## config.mk

```make
export PLATFORM = sky130hd
export DESIGN_NAME = pfels_top
export DESIGN_NICKNAME = d
export VERILOG_FILES = /design/src/common/pfels_pkg.sv /design/src/design/pfels_top.sv
export SDC_FILE = /design/constraint.sdc
export NUM_CORES = 1
export LEC_CHECK = 0
export BUFFER_PORTS_ARGS = -buffer_cell sky130_fd_sc_hd__buf_2
export CORE_AREA = 5 5 222 224
export DETAILED_ROUTE_END_ITERATION = 6
export DIE_AREA = 0 0 227 229
export GPL_ROUTABILITY_DRIVEN = 0
export PLACE_DENSITY = 0.73
export SYNTH_ARGS = -nofsm -noshare
export SYNTH_HDL_FRONTEND = slang
export SYNTH_SLANG_ARGS = --single-unit
```

## constraint.sdc

```tcl
create_clock -name clk_in -period 22.2 [get_ports clk_in]
set_input_delay 5.55 -clock clk_in [delete_from_list [all_inputs] [get_ports clk_in]]
set_output_delay 5.55 -clock clk_in [all_outputs]
set_load 0.05 [all_outputs]
```

## src/common/pfels_pkg.sv

```systemverilog
// constants for the pin function and external line select block
// assumes a 32-bit apb slave port on a single clock
package pfels_pkg;
    // ************************************************************
    // register offsets
    // ************************************************************
    localparam logic [11:0] OFF_LINE_SEL_0   = 12'h000; // lines 0..7
    localparam logic [11:0] OFF_LINE_SEL_1   = 12'h004; // lines 8..15
    localparam logic [11:0] OFF_PORT_A_LOW   = 12'h020;
    localparam logic [11:0] OFF_PORT_A_HIGH  = 12'h024;
    localparam logic [11:0] OFF_PORT_B_LOW   = 12'h028;
    localparam logic [11:0] OFF_PORT_B_HIGH  = 12'h02C;
    localparam logic [11:0] OFF_PORT_C_LOW   = 12'h030;
    localparam logic [11:0] OFF_PORT_C_HIGH  = 12'h034;
    // ************************************************************
    // field layout and values
    // ************************************************************
    localparam int          SEL_W            = 4;        // selector width
    localparam int          PINS             = 16;       // pins per port
    localparam int          LINES            = 16;       // interrupt lines
    localparam logic [31:0] REG_RESET        = 32'h0000_0000;
    localparam logic [3:0]  DEFAULT_FUNCTION = 4'h0;
    localparam logic [3:0]  SRC_PORT_A       = 4'h0;
    localparam logic [3:0]  SRC_PORT_B       = 4'h1;
    localparam logic [3:0]  SRC_PORT_C       = 4'h2;
endpackage : pfels_pkg

```

## src/design/pfels_top.sv

```systemverilog
// pin function multiplexer selectors and external line source routing
// assumes apb master on clk_in; pad inputs are already synchronised
`timescale 1ns/1ps
module pfels_top #(
    parameter logic [15:0] PORT_A_PRESENT = 16'hFFFF, // pins bonded out
    parameter logic [15:0] PORT_B_PRESENT = 16'hFFFF,
    parameter logic [15:0] PORT_C_PRESENT = 16'h00FF,
    parameter logic [15:0] FUNC_IMPL      = 16'hFFFF  // functions implemented
) (
    // clock and reset
    input  wire logic         clk_in,
    input  wire logic         rst_in,
    // apb slave
    input  wire logic         psel_in,
    input  wire logic         penable_in,
    input  wire logic         pwrite_in,
    input  wire logic [11:0]  paddr_in,
    input  wire logic [31:0]  pwdata_in,
    output logic      [31:0]  prdata_out,
    output logic              pready_out,
    output logic              pslverr_out,
    // lock masks from the port lock registers
    input  wire logic [15:0]  lock_a_in,
    input  wire logic [15:0]  lock_b_in,
    input  wire logic [15:0]  lock_c_in,
    // pad input levels
    input  wire logic [15:0]  port_a_in,
    input  wire logic [15:0]  port_b_in,
    input  wire logic [15:0]  port_c_in,
    // effective selectors, four bits per pin
    output logic      [63:0]  func_a_out,
    output logic      [63:0]  func_b_out,
    output logic      [63:0]  func_c_out,
    // external interrupt lines
    output logic      [15:0]  ext_line_out
);
    // ************************************************************
    // register storage
    // ************************************************************
    logic [31:0] regs [8];            // source 0,1 then a lo/hi, b, c
    logic [31:0] rd_data;             // decoded read word
    logic        rd_hit;              // address maps a register
    logic [2:0]  rd_idx;              // register index
    logic        wr_phase;            // apb access phase write
    logic [15:0] lock_bits [3];       // lock mask per port
    logic [15:0] pres_bits [3];       // present mask per port
    logic [63:0] func_eff  [3];       // effective selectors
    logic [15:0] next_line;           // routed lines

    assign lock_bits[0] = lock_a_in;
    assign lock_bits[1] = lock_b_in;
    assign lock_bits[2] = lock_c_in;
    assign pres_bits[0] = PORT_A_PRESENT;
    assign pres_bits[1] = PORT_B_PRESENT;
    assign pres_bits[2] = PORT_C_PRESENT;

    // ************************************************************
    // address decode
    // ************************************************************
    // offsets to index
    assign rd_hit = (paddr_in == pfels_pkg::OFF_LINE_SEL_0)
                 || (paddr_in == pfels_pkg::OFF_LINE_SEL_1)
                 || ((paddr_in >= pfels_pkg::OFF_PORT_A_LOW)
                  && (paddr_in <= pfels_pkg::OFF_PORT_C_HIGH)
                  && (paddr_in[1:0] == 2'b00));
    assign rd_idx = (paddr_in < pfels_pkg::OFF_PORT_A_LOW) ? {2'b00, paddr_in[2]}
                  : 3'(((paddr_in - pfels_pkg::OFF_PORT_A_LOW) >> 2) + 12'd2);
    assign rd_data  = rd_hit ? regs[rd_idx] : 32'h0000_0000;
    assign wr_phase = psel_in && penable_in && pwrite_in && rd_hit;

    // ************************************************************
    // apb answer: zero wait states, unmapped reads zero, no error
    // ************************************************************
    always_ff @(posedge clk_in or posedge rst_in) begin
        if (rst_in) begin
            prdata_out  <= 32'h0000_0000;
            pready_out  <= 1'b0;
            pslverr_out <= 1'b0;
        end else begin
            // registered answer: ready in the cycle after setup
            pready_out  <= psel_in && !penable_in;
            prdata_out  <= rd_data;
            pslverr_out <= 1'b0;
        end
    end

    // ************************************************************
    // selector registers, one 4-bit field per pin or line
    // ************************************************************
    genvar r, f;
    generate
        for (r = 0; r < 8; r++) begin : g_reg
            for (f = 0; f < 8; f++) begin : g_fld
                localparam int PIN = ((r % 2) * 8) + f;
                logic locked;     // field frozen by port lock
                if (r >= 2) begin : g_lk
                    // lock masks for function registers only
                    assign locked = lock_bits[(r - 2) / 2][PIN];
                end else begin : g_nolk
                    // source selectors are never locked, and a separate
                    // branch keeps the lock index from going negative
                    assign locked = 1'b0;
                end
                always_ff @(posedge clk_in or posedge rst_in) begin
                    if (rst_in) begin
                        regs[r][4*f +: 4] <= pfels_pkg::REG_RESET[4*f +: 4];
                    end else if (wr_phase && pready_out && rd_idx == 3'(r) && !locked) begin
                        regs[r][4*f +: 4] <= pwdata_in[4*f +: 4];
                    end
                end
            end
        end
    endgenerate

    // ************************************************************
    // effective function selectors per pin
    // ************************************************************
    genvar p, n;
    generate
        for (p = 0; p < 3; p++) begin : g_port
            for (n = 0; n < 16; n++) begin : g_pin
                logic [3:0] sel;  // stored selector
                assign sel = regs[2 + 2*p + n/8][4*(n%8) +: 4];
                assign func_eff[p][4*n +: 4] = FUNC_IMPL[sel] ? sel
                                             : pfels_pkg::DEFAULT_FUNCTION;
            end
        end
    endgenerate

    // ************************************************************
    // external line routing
    // ************************************************************
    genvar l;
    generate
        for (l = 0; l < 16; l++) begin : g_line
            logic [3:0] src;  // line port selector
            assign src = regs[l/8][4*(l%8) +: 4];
            // absent pin or reserved drives low
            assign next_line[l] =
                (src == pfels_pkg::SRC_PORT_A) ? (port_a_in[l] & pres_bits[0][l]) :
                (src == pfels_pkg::SRC_PORT_B) ? (port_b_in[l] & pres_bits[1][l]) :
                (src == pfels_pkg::SRC_PORT_C) ? (port_c_in[l] & pres_bits[2][l]) :
                1'b0;
        end
    endgenerate

    // ************************************************************
    // output registers
    // ************************************************************
    // forward routed pins
    always_ff @(posedge clk_in or posedge rst_in) begin
        if (rst_in) begin
            func_a_out   <= 64'h0;
            func_b_out   <= 64'h0;
            func_c_out   <= 64'h0;
            ext_line_out <= 16'h0000;
        end else begin
            func_a_out   <= func_eff[0];
            func_b_out   <= func_eff[1];
            func_c_out   <= func_eff[2];
            ext_line_out <= next_line;
        end
    end
endmodule : pfels_top

```

==> impl_metrics.csv <==
group,metric,value,unit
placed_design,placed_cells,2155,
global_route,grt_pass1_vias,12700,
synth,synth_top_area_share,66.9,%
global_route,grt_pass1_wl,81100,um
min_path,whs_path_depth,0,
synth,yosys_warnings,0,
finish,drive_gt1_share,46.4,%
synth,synth_top_family_by_area,"multiplexers",
sta,setup_viol,0,
global_route,track_usage,20.4,%
route,drc,0,
sta,slew_headroom,24.3,%
min_path,hold_end,"func_b_out[18]",
floorplan,die_area,52000,um2
clocking,path_clk_slew,0.06,ns
global_route,antenna_found_initial,4,
floorplan,core-area,47100,um2
finish,layoutNonFillerInstCount,2239,
synth,synth_edf_count,0,
worst_setup_path,critPathKind,"in2reg",
sta,fin_crit_sh,38.2,%
synth,synthAdderAreaFrac,0,%
clocking,post_cts_buffers,0,
worst_setup_path,crit_chain,"buf_2, nor4_4, and3_2, nand2_1, buf_4, o221ai_1",
clocking,clock-sinks,497,
global_route,grt_overflow,0,
worst_setup_path,timing.rr.start,"pready_out",
worst_setup_path,rrSetupSlack,19.25,ns
placed_design,port_buffers,377,
synth,yosysTopAreaCell,"dfrtp_1",
clocking,cts_made_buffers,49,
synth,syn_area,18600,um2
finish,final_cell_mix,"dfrtp_1 (497), buf_2 (376), mux2_2 (277)",
sta,finalHoldViolCount,0,
synth,ys.flop_type,"dfrtp_1",
floorplan,start_util,39.4,%
synth,synth_xor_xnor_area_share,0,%
power_and_ir_drop,p_leak,12.2,nW
run_status,outcome,"complete, no violations",
finish,layout.cells.most_common,"dfrtp_1",
synth,synth_simple_gate_area_share,4.00,%
clocking,cts_hold_buf,0,
synth,synth_cell_types,39,
synth,synth-compound-area-share,3.79,%
min_path,hold_start,"g_port[1].g_pin[4].sel[2]",
synth,synthMuxAreaShare,23.5,%
synth,synth_seq_cells,497,
floorplan,die-height,229,um
route,drt-pass1-iter-count,5,
clocking,cts_tree,"done",
placed_design,post_dp_cell_area,21100,um2
finish,syn2layout_area_growth,21.9,%
clocking,cts_max_level,2,
clocking,cts_resized,0,
worst_setup_path,r2r_end,"g_port[2].g_pin[0].sel[1]",
synth,synth_async_sr_flop_share,100,%
floorplan,rows,80,
worst_setup_path,path_max_fanout,32,
finish,nets,1736,
worst_setup_path,r2r_cells,5,
run,max_cap_viol_count,0,
worst_setup_path,start_kind,"primary input",
synth,synth_area_leaders,"dfrtp_1 (67%), mux2_2 (17%), mux2i_1 (4.6%)",
synth,syn_nets,1363,
clocking,clockBufferDepth,3,
sta,fin_crit,8.47,ns
worst_setup_path,slowest_stage,"and3_2",
placed_design,dp_hpwl,37300,um
power_and_ir_drop,peakVddDrop,0.0000598,V
synth,synth_area_per_cell,15.3,um2
sta,maxSlewViolCount,0,
synth,syn_inst,1218,
clocking,insertion_delay,0.57,ns
sta,worst_clock_skew,0.0124,ns
floorplan,io_pins,387,
floorplan,die_x,227,um
power_and_ir_drop,cellPowerDensity,78.6,nW/um2
worst_setup_path,end_kind,"flip-flop",
worst_setup_path,arrival,8.91,ns
sta,fmax,118,MHz
min_path,hold_path.class,"reg2reg",
route,ant_nets,0,
finish,fin_area,22700,um2
synth,seq_area_frac_synth,66.9,%
sta,fin_tns_setup,0,ns
global_route,grt_max_degree,131,
sta,rsz0062_at_grt,"no",
worst_setup_path,cp_slowest_stage_delay,1.01,ns
route,via_per_inst,5.31,
route,wl_per_cell,24.0,um
route,num_vias,11900,
sta,worst_pin_slew,1.12,ns
route,totalWireLength,53800,um
clocking,ctsRootBufferMaster,"clkbuf_16",
route,drtIter0Drc,808,
worst_setup_path,required,22.64,ns
## cells in the mapped netlist, types with 8 or more instances
library cell,number
a21oi_1,28
a31oi_1,9
buf_2,15
clkbuf_1,47
dfrtp_1,497
inv_1,12
mux2_1,35
mux2_2,277
mux2i_1,86
nand3_1,29
nor2_1,36
nor3_1,8
nor4_1,13
o21ai_0,36
o221ai_1,30
or4_1,21
## worst max-delay path by stage
stage / from / endpoint / slack [ns]
5_1_grt: rst_in / g_port[2].g_pin[12].sel[2] / 13.15
3_5_place_dp: rst_in / g_port[2].g_pin[12].sel[2] / 13.05
2_1_floorplan: rst_in / ext_line_out[0] / 2.78
3_3_place_gp: rst_in / g_port[2].g_pin[12].sel[1] / 13.17
6_report: paddr_in[9] / prdata_out[5] / 13.73
4_1_cts: rst_in / g_port[2].g_pin[4].sel[2] / 13.67
## registers in the layout, indices dropped and copies added, names as in the netlist
signal and cells:
ext_line_out 16, func_a_out 64, func_b_out 64, func_c_out 64, g_line.src 64, g_port.g_pin.sel 192
prdata_out 32, pready_out 1
## area by class of cell
cell class | count | area (um2)
multi-input combinational | 639 | 5850
timing repair buffer | 392 | 2010
tap | 615 | 769
antenna | 2 | 5.00
clock inverter | 12 | 114
sequential | 497 | 12400
inverter | 12 | 52.6
clock buffer | 70 | 1430
fill | 4034 | 24500
## kinds of logic after synthesis
kind of cell / Yosys count
flops: 497
mux: 398
simple gates: 129
compound gates: 111
buf+inv: 82
other cells: 1
## metrics by stage
step	hold slack [ns]	setup slack (ns)	total power [mW]	util, %
final	0.388	13.73	1.78	48.1
after global routing	0.398	13.15	1.85	48.1
after CTS	0.391	13.67	1.80	48.1
after detailed placement	0.379	13.05	0.999	44.8
after global placement	0.373	13.17	0.998	44.8
after floorplan	0.365	2.78	0.964	-
## report_power, final
| group | internal (mW) | switching (mW) | total [mW] |
|---|---|---|---|
| Combinational | 0.0188 | 0.0547 | 0.0735 |
| Sequential | 0.908 | 0.000697 | 0.908 |
| Clock | 0.466 | 0.334 | 0.800 |
## critical path: cells and delay by family
family                 cells  cell delay [ns]
AOI/OAI and AO/OA          1             0.33
buffers and inverters      2             0.58
and+or+nand+nor            3             2.44
## routing by layer
layer	share of wire [%]	vias up	GRT usage, %
met5	0.074	-	0
met4	2.6	6	5.61
met3	6.9	110	4.58
met2	48	457	33.0
met1	42	6166	28.0
li1	-	5157	-
(Power assumes the default switching activity.)
